`src/srs_params.svh`:
```
// Purpose: Constants of the system reset sequencer: timing, cause codes.
// Assumes: 50 MHz system clock.
// Notes:   Definitions only.
`ifndef SRS_PARAMS_SVH
`define SRS_PARAMS_SVH

// ----------------------------------------------------------------------
// Timing
// ----------------------------------------------------------------------
`define SRS_CLK_PERIOD_NS 20
// Oscillator warm-up time, least value, rounded up to whole cycles
`define SRS_WARM_UP_NS 100000
`define SRS_WARM_CYCLES \
    ((`SRS_WARM_UP_NS + `SRS_CLK_PERIOD_NS - 1) / `SRS_CLK_PERIOD_NS)
`define SRS_WARM_BITS 16
`define SRS_WDT_BITS 12

// ----------------------------------------------------------------------
// Reset cause codes, {cause_flag_hi, cause_flag_lo}
// ----------------------------------------------------------------------
`define SRS_CAUSE_WDT 2'h0
`define SRS_CAUSE_RSVD 2'h1
`define SRS_CAUSE_POR_LVD 2'h2
`define SRS_CAUSE_EXT 2'h3

`endif

```
`src/srs_pkg.sv`:
```
// Purpose: Types shared by the system reset sequencer files.
// Assumes: Nothing beyond the constants header.
// Notes:   Sequence states follow the order of the reset steps.
`default_nettype none

package srs_pkg;
    typedef enum logic [1:0] {
        ST_CHECK,
        ST_INIT,
        ST_WARM,
        ST_RUN
    } srs_state_type;

    typedef logic [1:0] srs_cause_type;
endpackage

`default_nettype wire

```
`src/srs_wdt_if.sv`:
```
// Purpose: Carrier between the sequencer and its watchdog counter.
// Assumes: Same clock on both sides.
// Notes:   run enables counting, clear restarts, ovf is a one-cycle pulse.
`default_nettype none

interface srs_wdt_if;
    logic run;
    logic clear;
    logic ovf;

    modport ctrl (output run, output clear, input ovf);
    modport cnt (input run, input clear, output ovf);
endinterface

`default_nettype wire

```
`src/srs_seq.sv`:
```
// Purpose: System reset sequencer: orders every reset through check,
//          register init, oscillator warm-up, then run from address 0.
// Assumes: All inputs but arst_n_i synchronous to clk_sys_i; the pin is still synced.
// Notes:   Power-on is the asynchronous reset itself.
//
// Notes on behaviour
// - Watchdog overflow forces a full system reset
// - Watchdog counts to overflow unless firmware clears
// - After watchdog reset, resume normal mode
// - Steps: check, init registers, warm-up, run
// - Stay in reset while supply unusable
// - Low-voltage trip starts the common reset sequence
// - Reset pin counts only when option enables
// - Reset pin is active low
// - Pin high and nothing else: run normally
// - Pin honoured at power-up and while running
// - Pin low at power-up holds reset
// - Two flags record the reset cause
// - Any reset stops execution, clears program counter
`include "srs_params.svh"
`default_nettype none

module srs_seq #(
    parameter int WARM_CYCLES = `SRS_WARM_CYCLES,
    parameter int WARM_BITS = `SRS_WARM_BITS,
    parameter int WDT_BITS = `SRS_WDT_BITS
) (
    input wire logic clk_sys_i,
    input wire logic arst_n_i,
    input wire logic clk_en_i,
    input wire logic supply_ok_i,
    input wire logic lvd_trip_i,
    input wire logic ext_rst_en_i,
    input wire logic ext_rst_n_i,
    input wire logic wdt_clear_i,
    output var logic sys_rst_n_o,
    output var logic cpu_run_o,
    output var logic pc_clear_o,
    output var logic cause_flag_hi_o,
    output var logic cause_flag_lo_o
);
    import srs_pkg::*;

    localparam logic [WARM_BITS-1:0] WARM_LOAD =
        WARM_BITS'(WARM_CYCLES - 1);

    srs_state_type state_q, state_d;
    srs_cause_type cause_q, cause_d;
    logic [WARM_BITS-1:0] warm_cnt_q;
    logic pin_meta_q, pin_sync_q;
    logic [1:0] pin_fill_q;
    logic ext_hit, rst_hit;

    srs_wdt_if wdt_bus ();

    // ------------------------------------------------------------------
    // Watchdog
    // ------------------------------------------------------------------
    // Counts only while code executes; a firmware clear is a plain input
    assign wdt_bus.run = cpu_run_o;
    assign wdt_bus.clear = wdt_clear_i;

    srs_wdt #(
        .WDT_BITS(WDT_BITS)
    ) u_wdt (
        .clk_sys_i(clk_sys_i),
        .arst_n_i(arst_n_i),
        .clk_en_i(clk_en_i),
        .wdt(wdt_bus.cnt)
    );

    // ------------------------------------------------------------------
    // Reset pin synchroniser
    // ------------------------------------------------------------------
    // Resets low, so the pin must be seen high before release
    always_ff @(posedge clk_sys_i or negedge arst_n_i) begin
        if (!arst_n_i) begin
            pin_meta_q <= 1'b0;
            pin_sync_q <= 1'b0;
        end else if (clk_en_i) begin
            pin_meta_q <= ext_rst_n_i;
            pin_sync_q <= pin_meta_q;
        end
    end

    // Marks the synchroniser as holding a real pin sample; until then its
    // low reset value must not be recorded as an external reset cause
    always_ff @(posedge clk_sys_i or negedge arst_n_i) begin
        if (!arst_n_i) begin
            pin_fill_q <= 2'h0;
        end else if (clk_en_i) begin
            pin_fill_q <= {pin_fill_q[0], 1'b1};
        end
    end

    // Pin counts only when the option selects it; low level asserts
    assign ext_hit = ext_rst_en_i && !pin_sync_q;
    // Watchdog only matters while running
    assign rst_hit = lvd_trip_i || ext_hit ||
                     (state_q == ST_RUN && wdt_bus.ovf);

    // ------------------------------------------------------------------
    // Sequence
    // ------------------------------------------------------------------
    // Any source returns to the check step, from whatever step
    always_comb begin
        state_d = state_q;
        cause_d = cause_q;
        if (rst_hit) begin
            state_d = ST_CHECK;
            // Low voltage outranks the pin, the pin outranks the watchdog;
            // a pin still filling its synchroniser records nothing, so a
            // clean power-up keeps the power-on code
            if (lvd_trip_i) begin
                cause_d = `SRS_CAUSE_POR_LVD;
            end else if (ext_hit && pin_fill_q[1]) begin
                cause_d = `SRS_CAUSE_EXT;
            end else if (state_q == ST_RUN && wdt_bus.ovf) begin
                cause_d = `SRS_CAUSE_WDT;
            end
        end else begin
            unique case (state_q)
                // Wait out a dead supply and a held pin here
                ST_CHECK: begin
                    if (supply_ok_i) begin
                        state_d = ST_INIT;
                    end
                end
                ST_INIT: state_d = ST_WARM;
                ST_WARM: begin
                    if (warm_cnt_q == '0) begin
                        state_d = ST_RUN;
                    end
                end
                ST_RUN: state_d = ST_RUN;
            endcase
        end
    end

    always_ff @(posedge clk_sys_i or negedge arst_n_i) begin
        if (!arst_n_i) begin
            state_q <= ST_CHECK;
        end else if (clk_en_i) begin
            state_q <= state_d;
        end
    end

    // Warm-up counter is loaded during init, so warm-up is exact
    always_ff @(posedge clk_sys_i or negedge arst_n_i) begin
        if (!arst_n_i) begin
            warm_cnt_q <= WARM_LOAD;
        end else if (clk_en_i) begin
            if (state_q == ST_INIT) begin
                warm_cnt_q <= WARM_LOAD;
            end else if (state_q == ST_WARM && warm_cnt_q != '0) begin
                warm_cnt_q <= warm_cnt_q - 1'b1;
            end
        end
    end

    // ------------------------------------------------------------------
    // Cause flags
    // ------------------------------------------------------------------
    // Power-on reads as the low-voltage code
    always_ff @(posedge clk_sys_i or negedge arst_n_i) begin
        if (!arst_n_i) begin
            cause_q <= `SRS_CAUSE_POR_LVD;
        end else if (clk_en_i) begin
            cause_q <= cause_d;
        end
    end

    assign cause_flag_hi_o = cause_q[1];
    assign cause_flag_lo_o = cause_q[0];

    // ------------------------------------------------------------------
    // Outputs
    // ------------------------------------------------------------------
    // Registered from the next state so they line up with state_q.
    // System reset low through check and init also clears any low-power
    // mode, so every restart comes up in normal mode.
    always_ff @(posedge clk_sys_i or negedge arst_n_i) begin
        if (!arst_n_i) begin
            sys_rst_n_o <= 1'b0;
            cpu_run_o <= 1'b0;
            pc_clear_o <= 1'b1;
        end else if (clk_en_i) begin
            sys_rst_n_o <= !(state_d == ST_CHECK || state_d == ST_INIT);
            cpu_run_o <= (state_d == ST_RUN);
            pc_clear_o <= (state_d != ST_RUN);
        end
    end
endmodule

`default_nettype wire

```
`src/srs_wdt.sv`:
```
// Purpose: Watchdog counter that pulses on overflow.
// Assumes: Firmware clear arrives as a synchronous pulse.
// Notes:   Counter rests at zero while the core is not executing.
`include "srs_params.svh"
`default_nettype none

module srs_wdt #(
    parameter int WDT_BITS = `SRS_WDT_BITS
) (
    input wire logic clk_sys_i,
    input wire logic arst_n_i,
    input wire logic clk_en_i,
    srs_wdt_if.cnt wdt
);
    import srs_pkg::*;

    localparam logic [WDT_BITS-1:0] CNT_MAX = '1;

    logic [WDT_BITS-1:0] cnt_q;
    logic ovf_q;

    // ------------------------------------------------------------------
    // Counting
    // ------------------------------------------------------------------
    // Counts on until overflow unless cleared; a clear restarts
    always_ff @(posedge clk_sys_i or negedge arst_n_i) begin
        if (!arst_n_i) begin
            cnt_q <= '0;
        end else if (clk_en_i) begin
            if (!wdt.run || wdt.clear) begin
                cnt_q <= '0;
            end else begin
                cnt_q <= cnt_q + 1'b1;
            end
        end
    end

    // Overflow pulse; wraps so a stuck core keeps being caught
    always_ff @(posedge clk_sys_i or negedge arst_n_i) begin
        if (!arst_n_i) begin
            ovf_q <= 1'b0;
        end else if (clk_en_i) begin
            ovf_q <= wdt.run && !wdt.clear && (cnt_q == CNT_MAX);
        end
    end

    assign wdt.ovf = ovf_q;
endmodule

`default_nettype wire

```
`config.mk`:
```
export PLATFORM = sky130hd
export DESIGN_NAME = srs_seq
export DESIGN_NICKNAME = d
export VERILOG_FILES = /design/src/srs_pkg.sv /design/src/srs_wdt_if.sv /design/src/srs_seq.sv /design/src/srs_wdt.sv
export VERILOG_INCLUDE_DIRS = /design/src
export SDC_FILE = /design/constraint.sdc
export NUM_CORES = 1
export LEC_CHECK = 0
export ABC_AREA = 1
export BUFFER_PORTS_ARGS = -buffer_cell sky130_fd_sc_hd__buf_2
export CORE_ASPECT_RATIO = 2
export CORE_MARGIN = 5
export CORE_UTILIZATION = 60
export DETAILED_ROUTE_END_ITERATION = 7
export GPL_TIMING_DRIVEN = 0
export PLACE_DENSITY_LB_ADDON = 0.15
export REMOVE_ABC_BUFFERS = 1
export SYNTH_ARGS = -nofsm -noshare
export SYNTH_HDL_FRONTEND = slang
export SYNTH_HIERARCHICAL = 1
export SYNTH_SLANG_ARGS = --single-unit
```
`constraint.sdc`:
```
create_clock -name clk_sys_i -period 3.67 [get_ports clk_sys_i]
set_input_delay 0.9175 -clock clk_sys_i [delete_from_list [all_inputs] [get_ports clk_sys_i]]
set_output_delay 0.9175 -clock clk_sys_i [all_outputs]
set_load 0.02 [all_outputs]
```
==> impl_metrics.env <==
export IMPL_outcome="finished clean"
export IMPL_path_delay_family="simple AND/OR/NAND/NOR gates"
export IMPL_start_util_pct=61.4
export IMPL_globalRouteMet1Util_pct=25.0
export IMPL_grtUsageTotal_pct=22.0
export IMPL_grt_use_met2_pct=37.3
export IMPL_worst_path_max_fanout=17
export IMPL_first_iter_violations=43
export IMPL_via_per_inst=5.21
export IMPL_grt_pass1_wl_um=8800
export IMPL_netlist_area_um2=2330
export IMPL_rows=32
export IMPL_critPathCaptureType="flip-flop"
export IMPL_cts_resized=0
export IMPL_num_antenna_cells=0
export IMPL_io_buffers=12
export IMPL_synth_cell_types=29
export IMPL_start_kind="flip-flop"
export IMPL_final_cells=397
export IMPL_holdWs_ns=0.471
export IMPL_cpPeakStageDelay_ns=0.64
export IMPL_synthTopCellsByCount="nand2_1, nor2_1, nand3_1"
export IMPL_timing_final_crit_share_pct=57.6
export IMPL_synth_warnings=6
export IMPL_root_buffer="clkbuf_8"
export IMPL_synth_top_area_cell="dfrtp_1"
export IMPL_syn_inst=332
export IMPL_stdcell_area_um2=2550
export IMPL_setup_viol=0
export IMPL_die_w_um=54.1
export IMPL_drive_gt1_share_pct=13.3
export IMPL_power_density_nw_per_um2=651
export IMPL_dp_cells=389
export IMPL_worstPathArrival_ns=2.35
export IMPL_hold_path_endpoint="pc_clear_o"
export IMPL_clock_sinks=40
export IMPL_cts_tree="done"
export IMPL_synth_edf_count=0
export IMPL_whs_path_depth=2
export IMPL_place_gp_congestion=0.840
export IMPL_worst_pin_slew_ns=0.885
export IMPL_min_from="pc_clear_o"
export IMPL_synthMostInstantiatedCell="nand2_1"
export IMPL_hpwl_um=3570
export IMPL_synth_seq_cells=40
export IMPL_cp_startpoint="state_q[0]"
export IMPL_drc=0
export IMPL_drv_cap=0
export IMPL_setup_tns_ns=0
export IMPL_antenna_found_initial=0
export IMPL_ioPinCount=13
export IMPL_grtUsageMet3_pct=3.36
export IMPL_cp_slowest_cell="nor2_1"
export IMPL_crit_buf_inv=1
export IMPL_synth_area_top_cells="dfrtp_1, nand2_1, dfstp_2, nand3_1, nor2_1"
export IMPL_die_h_um=98.2
export IMPL_clockBufferDepth=2
export IMPL_dr_pass1_iters=4
export IMPL_path_class="flip-flop to flip-flop"
export IMPL_cts_clk_slew_worst_paths_ns=0.08
export IMPL_total_leakage_power_nw=1.34
export IMPL_rr_endpoint="warm_cnt_q[3]"
export IMPL_dieArea_um2=5310
export IMPL_hold_viol_final=0
export IMPL_cts_hold_buf=0
export IMPL_r2r_start="state_q[0]"
export IMPL_rrSetupSlack_ns=1.55
export IMPL_antenna_left=0
export IMPL_peakVddDrop_mv=0.416
export IMPL_fp_coreArea_um2=3800
export IMPL_areaGrowthSynthToFinish_pct=9.43
export IMPL_grt_busiest_layer="met2"
export IMPL_hold_path_class="flip-flop to flip-flop"
export IMPL_synth_top_area_share_pct=33.2
export IMPL_r2r_cells=6
export IMPL_grt_overflow_total=0
export IMPL_max_freq_mhz=473
export IMPL_skew_ns=0.0129
export IMPL_cts_buffers=5
export IMPL_wl_per_cell_um=12.5
export IMPL_avgSynthCellArea_um2=7.03
export IMPL_htreeDepth=2
export IMPL_final_max_slew_viol_count=0
export IMPL_maxSlewHeadroom_pct=41.0
export IMPL_clock_latency_ns=0.29
export IMPL_seq_area_frac_synth_pct=43.4
export IMPL_filler_cell_count=357
export IMPL_p_total_mw=1.66
export IMPL_finalNetCount=355
export IMPL_min_period_ns=2.12
export IMPL_drt_wl_total_um=4960
export IMPL_async_flop_share_pct=100
export IMPL_post_cts_buffers=0
export IMPL_placedInstanceArea_um2=2420
export IMPL_ys_flop_type="dfrtp_1"
export IMPL_grt_pass1_vias=2085
export IMPL_rsz0062_at_grt="no"
export IMPL_grt_max_degree=41
export IMPL_crit_required_ns=3.90
export IMPL_crit_chain="inv_1 -> nor2_1 -> nand2_2 -> nand2_4 -> nand2_1 -> nand2_1"
export IMPL_crit_top_cell="nand2_1"
export IMPL_vias=2070
-- cells by family (layout without fill, tap and decap cells) --
group | count (synthesis) | count (layout) | share of synthesized area [%]
XOR/XNOR | 3 | 3 | 1.13
buffers and inverters | 45 | 59 | 7.82
adder cells (fa/ha/maj) | 2 | 2 | 1.07
AND/OR/NAND/NOR | 225 | 225 | 42.9
flip-flops | 40 | 40 | 43.4
AO/OA/AOI/OAI | 17 | 17 | 3.75
-- tightest hold or removal path: stages, from the launching register on --
cell and delay (ns):
dfstp_2 0.37, nand2_1 0.06, nand2_1 0.05
-- cells in the final DEF, fill, tap and decap left out, types with 2 or more instances in the layout --
cell type	synthesis	final
nand3_2	3	3
nand4_1	6	6
nor2_1	43	43
nor2_4	2	2
dfstp_2	9	9
clkbuf_8	0	5
nor2_2	5	5
buf_2	2	12
nand2_1	114	114
ha_1	2	2
nand3_1	41	41
or2_2	2	2
xor2_1	2	2
inv_1	38	38
nor3_1	2	2
bufinv_16	0	2
dfrtp_1	31	31
nand2_2	3	3
a21oi_1	6	6
o21ai_0	9	9
-- where the power goes --
part / internal (mW) / total (mW) / switching (mW)
clock: 0.272 / 0.425 / 0.153
combinational: 0.208 / 0.579 / 0.371
sequential: 0.557 / 0.660 / 0.103
-- stage by stage --
step | utilization, % | worst slack (ns)
global placement | 63.7 | 1.51
finish | 67.2 | 1.55
floorplan | - | 2.13
global route | 67.2 | 1.31
detailed placement | 63.7 | 1.51
CTS | 67.2 | 1.56
-- worst max-delay path by stage --
stage,end,slack (ns),depth (start not counted)
detailed placement,u_wdt/cnt_q[7],1.51,6
CTS,warm_cnt_q[13],1.56,6
floorplan,u_wdt/cnt_q[4],2.13,5
finish,warm_cnt_q[3],1.55,6
global placement,warm_cnt_q[13],1.51,5
global route,warm_cnt_q[10],1.31,6
-- flip-flops by register name, summed over array words and instances, names as in the netlist --
register       flops
cause_q            2
cpu_run_o          1
pc_clear_o         1
pin_fill_q         2
pin_meta_q         1
pin_sync_q         1
state_q            2
sys_rst_n_o        1
u_wdt/cnt_q       12
u_wdt/wdt.ovf      1
warm_cnt_q        16
-- final cells by class --
type / count / area (um^2) / share of cell area, %
inverter: 39 / 146 / 5.73
tap: 51 / 63.8 / 2.50
timing repair buffer: 12 / 60.1 / 2.35
sequential: 40 / 1010 / 39.6
clock inverter: 2 / 60.1 / 2.35
clock buffer: 6 / 72.6 / 2.84
multi-input combinational: 247 / 1140 / 44.6
-- layer usage --
metal	up-vias	routed length, um
met2	47	2860
met3	14	140
met1	939	1830
met5	-	0
met4	0	132
li1	1070	-
(Power assumes the default switching activity.)
